$ cat src/irq_enable_pkg.sv
/*
 Package for the interrupt-enable block covering enable registers five and six.
 Assumes a 16-bit register port with word indices chosen by this block.
*/
package irq_enable_pkg;
	localparam int unsigned REG_W       = 16;
	localparam int unsigned ADDR_W      = 4;
	localparam logic [3:0]  IDX_REG5    = 4'h0;
	localparam logic [3:0]  IDX_REG6    = 4'h1;
	localparam int unsigned BIT_OTG     = 6;
	localparam int unsigned BIT_TWI3_M  = 5;
	localparam int unsigned BIT_TWI3_S  = 4;
	localparam int unsigned BIT_SER3_TX = 3;
	localparam int unsigned BIT_SER3_RX = 2;
	localparam int unsigned BIT_SER3_ER = 1;
	localparam int unsigned BIT_GFX     = 4;
	localparam int unsigned NUM_SRC     = 7;
	localparam logic [15:0] MASK_REG5   = 16'h007e;
	localparam logic [15:0] MASK_REG6   = 16'h0010;
	localparam logic [15:0] RST_VAL     = 16'h0000;
endpackage

$ cat src/irq_enable_regs.sv
/*
 Enable registers five and six with their source gating.
 Assumes a one-cycle register port and flags synchronous to clk_sys_in.
*/
// Added by the designer: the register addresses and the plain strobed port.
`timescale 1ns/1ns
module irq_enable_regs (
	input  wire logic                                clk_sys_in,
	input  wire logic                                arst_n_in,
	input  wire logic [irq_enable_pkg::ADDR_W-1:0]   addr_in,
	input  wire logic [irq_enable_pkg::REG_W-1:0]    wdata_in,
	input  wire logic                                wr_in,
	input  wire logic                                rd_in,
	output logic      [irq_enable_pkg::REG_W-1:0]    rdata_out,
	input  wire logic                                otg_pend_in,
	input  wire logic                                twi3_master_pend_in,
	input  wire logic                                twi3_slave_pend_in,
	input  wire logic                                serial3_tx_pend_in,
	input  wire logic                                serial3_rx_pend_in,
	input  wire logic                                serial3_err_pend_in,
	input  wire logic                                graphics_pend_in,
	output logic                                     otg_req_out,
	output logic                                     twi3_master_req_out,
	output logic                                     twi3_slave_req_out,
	output logic                                     serial3_tx_req_out,
	output logic                                     serial3_rx_req_out,
	output logic                                     serial3_err_req_out,
	output logic                                     graphics_req_out
);
	logic [15:0] irq_enable_reg5_r;
	logic [15:0] irq_enable_reg5_nxt;
	logic [15:0] irq_enable_reg6_r;
	logic [15:0] irq_enable_reg6_nxt;
	logic [15:0] rdata_r;
	logic [15:0] rdata_nxt;
	logic [6:0]  pend;
	logic [6:0]  en;
	logic [6:0]  req;

	always_comb begin
		irq_enable_reg5_nxt = irq_enable_reg5_r;
		irq_enable_reg6_nxt = irq_enable_reg6_r;
		rdata_nxt           = 16'h0000;
		if (wr_in && addr_in == irq_enable_pkg::IDX_REG5) begin
			// Masking keeps unused bits at zero
			irq_enable_reg5_nxt = wdata_in & irq_enable_pkg::MASK_REG5;
		end
		if (wr_in && addr_in == irq_enable_pkg::IDX_REG6) begin
			irq_enable_reg6_nxt = wdata_in & irq_enable_pkg::MASK_REG6;
		end
		if (rd_in) begin
			if (addr_in == irq_enable_pkg::IDX_REG5) begin
				rdata_nxt = irq_enable_reg5_r;
			end else if (addr_in == irq_enable_pkg::IDX_REG6) begin
				rdata_nxt = irq_enable_reg6_r;
			end
		end
	end

	always_ff @(posedge clk_sys_in or negedge arst_n_in) begin
		if (!arst_n_in) begin
			irq_enable_reg5_r <= irq_enable_pkg::RST_VAL;
			irq_enable_reg6_r <= irq_enable_pkg::RST_VAL;
			rdata_r           <= irq_enable_pkg::RST_VAL;
		end else begin
			irq_enable_reg5_r <= irq_enable_reg5_nxt;
			irq_enable_reg6_r <= irq_enable_reg6_nxt;
			rdata_r           <= rdata_nxt;
		end
	end

	assign rdata_out = rdata_r;

	// Source order: otg, master, slave, tx, rx, err, graphics
	assign pend = {graphics_pend_in, serial3_err_pend_in, serial3_rx_pend_in,
		serial3_tx_pend_in, twi3_slave_pend_in, twi3_master_pend_in, otg_pend_in};
	assign en[0] = irq_enable_reg5_r[irq_enable_pkg::BIT_OTG];
	assign en[1] = irq_enable_reg5_r[irq_enable_pkg::BIT_TWI3_M];
	assign en[2] = irq_enable_reg5_r[irq_enable_pkg::BIT_TWI3_S];
	assign en[3] = irq_enable_reg5_r[irq_enable_pkg::BIT_SER3_TX];
	assign en[4] = irq_enable_reg5_r[irq_enable_pkg::BIT_SER3_RX];
	assign en[5] = irq_enable_reg5_r[irq_enable_pkg::BIT_SER3_ER];
	assign en[6] = irq_enable_reg6_r[irq_enable_pkg::BIT_GFX];

	irq_gate #(
		.N (irq_enable_pkg::NUM_SRC)
	) irq_gate_i (
		.pend_in (pend),
		.en_in   (en),
		.req_out (req)
	);

	assign otg_req_out         = req[0];
	assign twi3_master_req_out = req[1];
	assign twi3_slave_req_out  = req[2];
	assign serial3_tx_req_out  = req[3];
	assign serial3_rx_req_out  = req[4];
	assign serial3_err_req_out = req[5];
	assign graphics_req_out    = req[6];

	// Sampled values on both sides, so the comb path shows no race here
	property p_gate_and;
		@(posedge clk_sys_in) disable iff (!arst_n_in)
		otg_req_out == (otg_pend_in && irq_enable_reg5_r[irq_enable_pkg::BIT_OTG]);
	endproperty
	a_gate_and: assert property (p_gate_and) else $error("otg gate wrong");

	property p_otg_wr;
		@(posedge clk_sys_in) disable iff (!arst_n_in)
		(wr_in && addr_in == irq_enable_pkg::IDX_REG5) |=>
			irq_enable_reg5_r[irq_enable_pkg::BIT_OTG] ==
			$past(wdata_in[irq_enable_pkg::BIT_OTG]);
	endproperty
	a_otg_wr: assert property (p_otg_wr) else $error("otg enable not written");

	property p_twi_m;
		@(posedge clk_sys_in) disable iff (!arst_n_in)
		(wr_in && addr_in == irq_enable_pkg::IDX_REG5 &&
			!wdata_in[irq_enable_pkg::BIT_TWI3_M]) ##1 twi3_master_pend_in
			|-> !twi3_master_req_out;
	endproperty
	a_twi_m: assert property (p_twi_m) else $error("master request leaked");

	property p_twi_m_gate;
		@(posedge clk_sys_in) disable iff (!arst_n_in)
		twi3_master_req_out ==
			(twi3_master_pend_in && irq_enable_reg5_r[irq_enable_pkg::BIT_TWI3_M]);
	endproperty
	a_twi_m_gate: assert property (p_twi_m_gate) else $error("master gate wrong");

	property p_twi_m_wr;
		@(posedge clk_sys_in) disable iff (!arst_n_in)
		(wr_in && addr_in == irq_enable_pkg::IDX_REG5) |=>
			irq_enable_reg5_r[irq_enable_pkg::BIT_TWI3_M] ==
			$past(wdata_in[irq_enable_pkg::BIT_TWI3_M]);
	endproperty
	a_twi_m_wr: assert property (p_twi_m_wr) else $error("master enable not written");

	property p_twi_s;
		@(posedge clk_sys_in) disable iff (!arst_n_in)
		(wr_in && addr_in == irq_enable_pkg::IDX_REG5 &&
			wdata_in[irq_enable_pkg::BIT_TWI3_S]) ##1 twi3_slave_pend_in
			|-> twi3_slave_req_out;
	endproperty
	a_twi_s: assert property (p_twi_s) else $error("slave request blocked");

	property p_twi_s_gate;
		@(posedge clk_sys_in) disable iff (!arst_n_in)
		twi3_slave_req_out ==
			(twi3_slave_pend_in && irq_enable_reg5_r[irq_enable_pkg::BIT_TWI3_S]);
	endproperty
	a_twi_s_gate: assert property (p_twi_s_gate) else $error("slave gate wrong");

	property p_twi_s_wr;
		@(posedge clk_sys_in) disable iff (!arst_n_in)
		(wr_in && addr_in == irq_enable_pkg::IDX_REG5) |=>
			irq_enable_reg5_r[irq_enable_pkg::BIT_TWI3_S] ==
			$past(wdata_in[irq_enable_pkg::BIT_TWI3_S]);
	endproperty
	a_twi_s_wr: assert property (p_twi_s_wr) else $error("slave enable not written");

	property p_err;
		@(posedge clk_sys_in) disable iff (!arst_n_in)
		serial3_err_req_out ==
			(serial3_err_pend_in && irq_enable_reg5_r[irq_enable_pkg::BIT_SER3_ER]);
	endproperty
	a_err: assert property (p_err) else $error("error gate wrong");

	property p_err_wr;
		@(posedge clk_sys_in) disable iff (!arst_n_in)
		(wr_in && addr_in == irq_enable_pkg::IDX_REG5) |=>
			irq_enable_reg5_r[irq_enable_pkg::BIT_SER3_ER] ==
			$past(wdata_in[irq_enable_pkg::BIT_SER3_ER]);
	endproperty
	a_err_wr: assert property (p_err_wr) else $error("error enable not written");

	property p_gfx;
		@(posedge clk_sys_in) disable iff (!arst_n_in)
		(wr_in && addr_in == irq_enable_pkg::IDX_REG6) |=>
			irq_enable_reg6_r == ($past(wdata_in) & irq_enable_pkg::MASK_REG6);
	endproperty
	a_gfx: assert property (p_gfx) else $error("register six write wrong");

	property p_rd6;
		@(posedge clk_sys_in) disable iff (!arst_n_in)
		(rd_in && addr_in == irq_enable_pkg::IDX_REG6) |=>
			rdata_out == $past(irq_enable_reg6_r);
	endproperty
	a_rd6: assert property (p_rd6) else $error("register six read wrong");

	property p_unimpl;
		@(posedge clk_sys_in) disable iff (!arst_n_in)
		(rd_in && addr_in == irq_enable_pkg::IDX_REG5) |=>
			(rdata_out & ~irq_enable_pkg::MASK_REG5) == 16'h0000;
	endproperty
	a_unimpl: assert property (p_unimpl) else $error("unused bit read nonzero");

	property p_unimpl6;
		@(posedge clk_sys_in) disable iff (!arst_n_in)
		(rd_in && addr_in == irq_enable_pkg::IDX_REG6) |=>
			(rdata_out & ~irq_enable_pkg::MASK_REG6) == 16'h0000;
	endproperty
	a_unimpl6: assert property (p_unimpl6) else $error("unused six bit read nonzero");

	property p_reg5_mask;
		@(posedge clk_sys_in) disable iff (!arst_n_in)
		(wr_in && addr_in == irq_enable_pkg::IDX_REG5) |=>
			irq_enable_reg5_r == ($past(wdata_in) & irq_enable_pkg::MASK_REG5);
	endproperty
	a_reg5_mask: assert property (p_reg5_mask) else $error("register five write wrong");

	// Unused word indices must neither store nor return anything
	property p_rd_other;
		@(posedge clk_sys_in) disable iff (!arst_n_in)
		(rd_in && addr_in != irq_enable_pkg::IDX_REG5 &&
			addr_in != irq_enable_pkg::IDX_REG6) |=> rdata_out == 16'h0000;
	endproperty
	a_rd_other: assert property (p_rd_other) else $error("unused index read nonzero");

	property p_readback;
		@(posedge clk_sys_in) disable iff (!arst_n_in)
		(wr_in && addr_in == irq_enable_pkg::IDX_REG5) ##1
			(rd_in && addr_in == irq_enable_pkg::IDX_REG5 && !wr_in) |=>
			rdata_out == ($past(wdata_in, 2) & irq_enable_pkg::MASK_REG5);
	endproperty
	a_readback: assert property (p_readback) else $error("readback mismatch");

	property p_rd5;
		@(posedge clk_sys_in) disable iff (!arst_n_in)
		(rd_in && addr_in == irq_enable_pkg::IDX_REG5) |=>
			rdata_out == $past(irq_enable_reg5_r);
	endproperty
	a_rd5: assert property (p_rd5) else $error("register five read wrong");

	property p_hold5;
		@(posedge clk_sys_in) disable iff (!arst_n_in)
		!(wr_in && addr_in == irq_enable_pkg::IDX_REG5) |=> $stable(irq_enable_reg5_r);
	endproperty
	a_hold5: assert property (p_hold5) else $error("register five changed unwritten");

	property p_hold6;
		@(posedge clk_sys_in) disable iff (!arst_n_in)
		!(wr_in && addr_in == irq_enable_pkg::IDX_REG6) |=> $stable(irq_enable_reg6_r);
	endproperty
	a_hold6: assert property (p_hold6) else $error("register six changed unwritten");

	// Read data stand one cycle only, so a stale word never looks fresh
	property p_rd_idle;
		@(posedge clk_sys_in) disable iff (!arst_n_in)
		!rd_in |=> rdata_out == 16'h0000;
	endproperty
	a_rd_idle: assert property (p_rd_idle) else $error("read data not cleared");

	// No disable here: this one watches the reset itself
	property p_reset;
		@(posedge clk_sys_in)
		!arst_n_in |=> irq_enable_reg5_r == irq_enable_pkg::RST_VAL &&
			irq_enable_reg6_r == irq_enable_pkg::RST_VAL &&
			rdata_out == irq_enable_pkg::RST_VAL;
	endproperty
	a_reset: assert property (p_reset) else $error("reset value wrong");

	property p_reset_req;
		@(posedge clk_sys_in)
		!arst_n_in |=> !(otg_req_out || twi3_master_req_out || twi3_slave_req_out ||
			serial3_tx_req_out || serial3_rx_req_out || serial3_err_req_out ||
			graphics_req_out);
	endproperty
	a_reset_req: assert property (p_reset_req) else $error("request after reset");

	property p_rxtx;
		@(posedge clk_sys_in) disable iff (!arst_n_in)
		{serial3_tx_req_out, serial3_rx_req_out} ==
			{serial3_tx_pend_in && irq_enable_reg5_r[irq_enable_pkg::BIT_SER3_TX],
			serial3_rx_pend_in && irq_enable_reg5_r[irq_enable_pkg::BIT_SER3_RX]};
	endproperty
	a_rxtx: assert property (p_rxtx) else $error("serial gate wrong");

	property p_tx_wr;
		@(posedge clk_sys_in) disable iff (!arst_n_in)
		(wr_in && addr_in == irq_enable_pkg::IDX_REG5) |=>
			irq_enable_reg5_r[irq_enable_pkg::BIT_SER3_TX] ==
			$past(wdata_in[irq_enable_pkg::BIT_SER3_TX]);
	endproperty
	a_tx_wr: assert property (p_tx_wr) else $error("transmit enable not written");

	property p_rx_wr;
		@(posedge clk_sys_in) disable iff (!arst_n_in)
		(wr_in && addr_in == irq_enable_pkg::IDX_REG5) |=>
			irq_enable_reg5_r[irq_enable_pkg::BIT_SER3_RX] ==
			$past(wdata_in[irq_enable_pkg::BIT_SER3_RX]);
	endproperty
	a_rx_wr: assert property (p_rx_wr) else $error("receive enable not written");

	property p_comb;
		@(posedge clk_sys_in) disable iff (!arst_n_in)
		graphics_req_out ==
			(graphics_pend_in && irq_enable_reg6_r[irq_enable_pkg::BIT_GFX]);
	endproperty
	a_comb: assert property (p_comb) else $error("graphics gate wrong");

	c_wr5: cover property (@(posedge clk_sys_in) wr_in && addr_in == irq_enable_pkg::IDX_REG5);
	c_rd6: cover property (@(posedge clk_sys_in) rd_in && addr_in == irq_enable_pkg::IDX_REG6);
	c_gfx: cover property (@(posedge clk_sys_in) graphics_req_out);
	c_otg: cover property (@(posedge clk_sys_in) otg_req_out);
	c_b2b: cover property (@(posedge clk_sys_in) wr_in ##1 rd_in);
endmodule

$ cat src/irq_gate.sv
/*
 Per-source gate: pending flag AND enable bit.
 Assumes flags are synchronous to the system clock.
*/
`timescale 1ns/1ns
module irq_gate #(
	parameter int unsigned N = 7
) (
	input  wire logic [N-1:0] pend_in,
	input  wire logic [N-1:0] en_in,
	output logic      [N-1:0] req_out
);
	genvar i;
	generate
		for (i = 0; i < N; i++) begin : g_src
			assign req_out[i] = pend_in[i] & en_in[i];
		end
	endgenerate
endmodule

$ cat config.mk
export PLATFORM = sky130hd
export DESIGN_NAME = irq_enable_regs
export DESIGN_NICKNAME = d
export VERILOG_FILES = /design/src/irq_enable_pkg.sv /design/src/irq_enable_regs.sv /design/src/irq_gate.sv
export SDC_FILE = /design/constraint.sdc
export NUM_CORES = 1
export LEC_CHECK = 0
export ABC_AREA = 1
export BUFFER_PORTS_ARGS = -buffer_cell sky130_fd_sc_hd__buf_2
export CAP_MARGIN = 20
export CORE_MARGIN = 10
export CORE_UTILIZATION = 40
export CTS_BUF_LIST = sky130_fd_sc_hd__clkbuf_8 sky130_fd_sc_hd__clkbuf_16
export DETAILED_ROUTE_END_ITERATION = 8
export GPL_TIMING_DRIVEN = 0
export MAX_ROUTING_LAYER = met4
export PLACE_DENSITY = 0.79
export SETUP_SLACK_MARGIN = 0.3
export SLEW_MARGIN = 10
export SYNTH_ARGS = -nofsm -noshare
export SYNTH_HDL_FRONTEND = slang
export SYNTH_SLANG_ARGS = --single-unit
$ cat constraint.sdc
create_clock -name clk_sys_in -period 1.1 [get_ports clk_sys_in]
set_input_delay 0.165 -clock clk_sys_in [delete_from_list [all_inputs] [get_ports clk_sys_in]]
set_output_delay 0.165 -clock clk_sys_in [all_outputs]
set_load 0.01 [all_outputs]
==> results.sh <==
export IMPL_status="finished clean"
export IMPL_cts_buffers=3
export IMPL_ys_warn_count=0
export IMPL_htree_levels=1
export IMPL_ys_seq_area_share_pct=46.6
export IMPL_synthMuxAreaShare_pct=0
export IMPL_grt_max_degree=14
export IMPL_syn_to_final_growth_pct=50.0
export IMPL_synth_compound_area_share_pct=0
export IMPL_root_buffer="clkbuf_8"
export IMPL_coreArea_um2=1690
export IMPL_leakage_nw=0.664
export IMPL_cpMaxStageDelayCell="dfrtp_1"
export IMPL_dieArea_um2=3820
export IMPL_post_drt_wl_per_cell_um=11.8
export IMPL_dp_slack_ns=0.154
export IMPL_io_buffers=32
export IMPL_setup_slack_ns=0.0776
export IMPL_final_hold_viol_count=0
export IMPL_ys_types=12
export IMPL_gp_congestion=0.798
export IMPL_wirelength_um=1790
export IMPL_synth_area_um2=698
export IMPL_rsz0062_at_grt="yes"
export IMPL_antenna_found_initial=0
export IMPL_final_net_count=167
export IMPL_setup_viol=0
export IMPL_fin_worst_skew_ns=0.000971
export IMPL_dpl_hpwl_um=1410
export IMPL_vias=651
export IMPL_period_share_pct=92.9
export IMPL_instances_no_fill=152
export IMPL_dr_pass1_iters=4
export IMPL_diodes=0
export IMPL_first_global_vias=648
export IMPL_clkTransAtPathRegs_ns=0.05
export IMPL_whs_ns=0.177
export IMPL_drc=0
export IMPL_hold_class="primary input to flop"
export IMPL_worstPathRequired_ns=0.94
export IMPL_critical_path_top_delay_family="flip-flops"
export IMPL_clk_path_buf_depth=2
export IMPL_synthSimpleGateAreaFrac_pct=32.8
export IMPL_start_kind="flop"
export IMPL_grtUsageTotal_pct=9.82
export IMPL_io_pins=54
export IMPL_final_util_pct=62.0
export IMPL_path_buf_inv=2
export IMPL_criticalPathCategory="flop to primary output"
export IMPL_ir_drop_uv=580
export IMPL_drtIter0Drc=22
export IMPL_worstPathCellList="nand2_1 > inv_1 > buf_2"
export IMPL_synth_fa_ha_area_share_pct=0
export IMPL_powerDensity_nw_per_um2=1290
export IMPL_fp_dieH_um=61.8
export IMPL_final_max_slew_viol_count=0
export IMPL_synth_top_family_by_area="simple AND/OR/NAND/NOR gates"
export IMPL_setup_tns_final_ns=0
export IMPL_cp_max_fo=3
export IMPL_synth_cells=81
export IMPL_num_rows=15
export IMPL_viasPerCell=4.28
export IMPL_ant_nets=0
export IMPL_synth_avg_cell_area_um2=8.62
export IMPL_fmax_ghz=0.978
export IMPL_grt_pass1_wl_um=2710
export IMPL_die_w_um=61.8
export IMPL_critPathArrivalTime_ns=0.86
export IMPL_dp_cells=139
export IMPL_cts_tree="done"
export IMPL_initial_utilization_pct=41.3
export IMPL_cts_num_sinks=13
export IMPL_ys_ff_latch=13
export IMPL_grt_overflow=0
export IMPL_slowest_delay_ns=0.40
export IMPL_max_cap_violations=0
export IMPL_synthXorXnorAreaFrac_pct=0
export IMPL_clkLatencyLatePin_ns=0.24
export IMPL_cp_end_kind="primary output"
export IMPL_period_minus_slack_ns=1.02
export IMPL_drive_above_1_share_pct=44.4
## placed cells by master (no fill, tap or decap), drive strengths merged
cell type and n:
nand4 9, dlygate4sd3 1, inv 14, nand2 22, dfrtp 13, clkbuf 4
nand3 3, conb 10, nor2 8, buf 51
## Yosys cell counts
| master | count | area share, % |
|---|---|---|
| buf_4 | 10 | 11 |
| buf_6 | 1 | 1.6 |
| clkbuf_2 | 1 | 0.72 |
| conb_1 | 1 | 0.54 |
| dfrtp_1 | 13 | 47 |
| inv_1 | 13 | 7.0 |
| nand2_1 | 22 | 12 |
| nand3_2 | 1 | 1.4 |
| nand3_4 | 2 | 5.0 |
| nand4_1 | 9 | 8.1 |
| nor2_1 | 6 | 3.2 |
| nor2_4 | 2 | 3.2 |
## power by group
group | switching, mW | internal [mW] | leakage [nW]
clock network | 0.159 | 0.246 | 0.0269
registers | 0.0298 | 0.534 | 0.173
logic | 0.180 | 0.198 | 0.465
## per-stage QoR
stage | area, um^2 | power, mW
2_1_floorplan | 732 | 0.738
3_3_place_gp | 913 | 0.837
3_5_place_dp | 913 | 0.846
4_1_cts | 1010 | 1.33
5_1_grt | 1050 | 1.44
6_report | 1050 | 1.35
## routing by layer
metal	global-route usage, %	vias up	wire length [um]
met4	4.78	0	0
met5	-	-	0
li1	-	339	-
met1	10.4	274	741
met3	4.47	0	237
met2	15.2	38	811
## final cells by class
type / instances / area, um^2
flip-flops and latches: 13 / 325
multi-input cells: 52 / 267
repair buffers: 41 / 249
clock inverters: 1 / 3.75
inverters: 13 / 48.8
well taps: 17 / 21.3
fillers: 153 / 642
plain buffers: 12 / 91.3
clock buffers: 3 / 41.3
## registers in the layout, summed over array words and instances, names as in the netlist
name,count
irq_enable_reg5_r,6
rdata_out,6
irq_enable_reg6_r,1
## what timing repair did
item                                   4_1_cts  5_1_grt
resized for setup                            0        3
hold buffers                                 1        0
setup endpoints to repair                   13       13
setup buffers                                6        2
endpoints found under the hold margin       13        0
## worst min-delay path, cell delays in order
cell and delay, ns:
buf_2 0.09, nand4_1 0.07, nand2_1 0.05
## cells by family after synthesis
| logic type | Yosys count |
|---|---|
| buffers and inverters | 25 |
| other | 1 |
| flip-flops | 13 |
| AND/OR/NAND/NOR | 42 |
## worst paths after layout
| path | start | end | slack (ns) | depth (start not counted) |
|---|---|---|---|---|
| max | irq_enable_reg6_r[4] | graphics_req_out | 0.08 | 3 |
| min | wdata_in[2] | irq_enable_reg5_r[2] | 0.18 | 3 |
| max reg2reg | irq_enable_reg5_r[5] | irq_enable_reg5_r[5] | 0.26 | 4 |
| min reg2reg | irq_enable_reg6_r[4] | irq_enable_reg6_r[4] | 0.51 | 2 |
| max in group asynchronous | arst_n_in | irq_enable_reg5_r[6] | 0.54 | 2 |
| min in group asynchronous | arst_n_in | irq_enable_reg6_r[4] | 0.34 | 2 |
No activity file was read; power rests on OpenSTA's default activity.
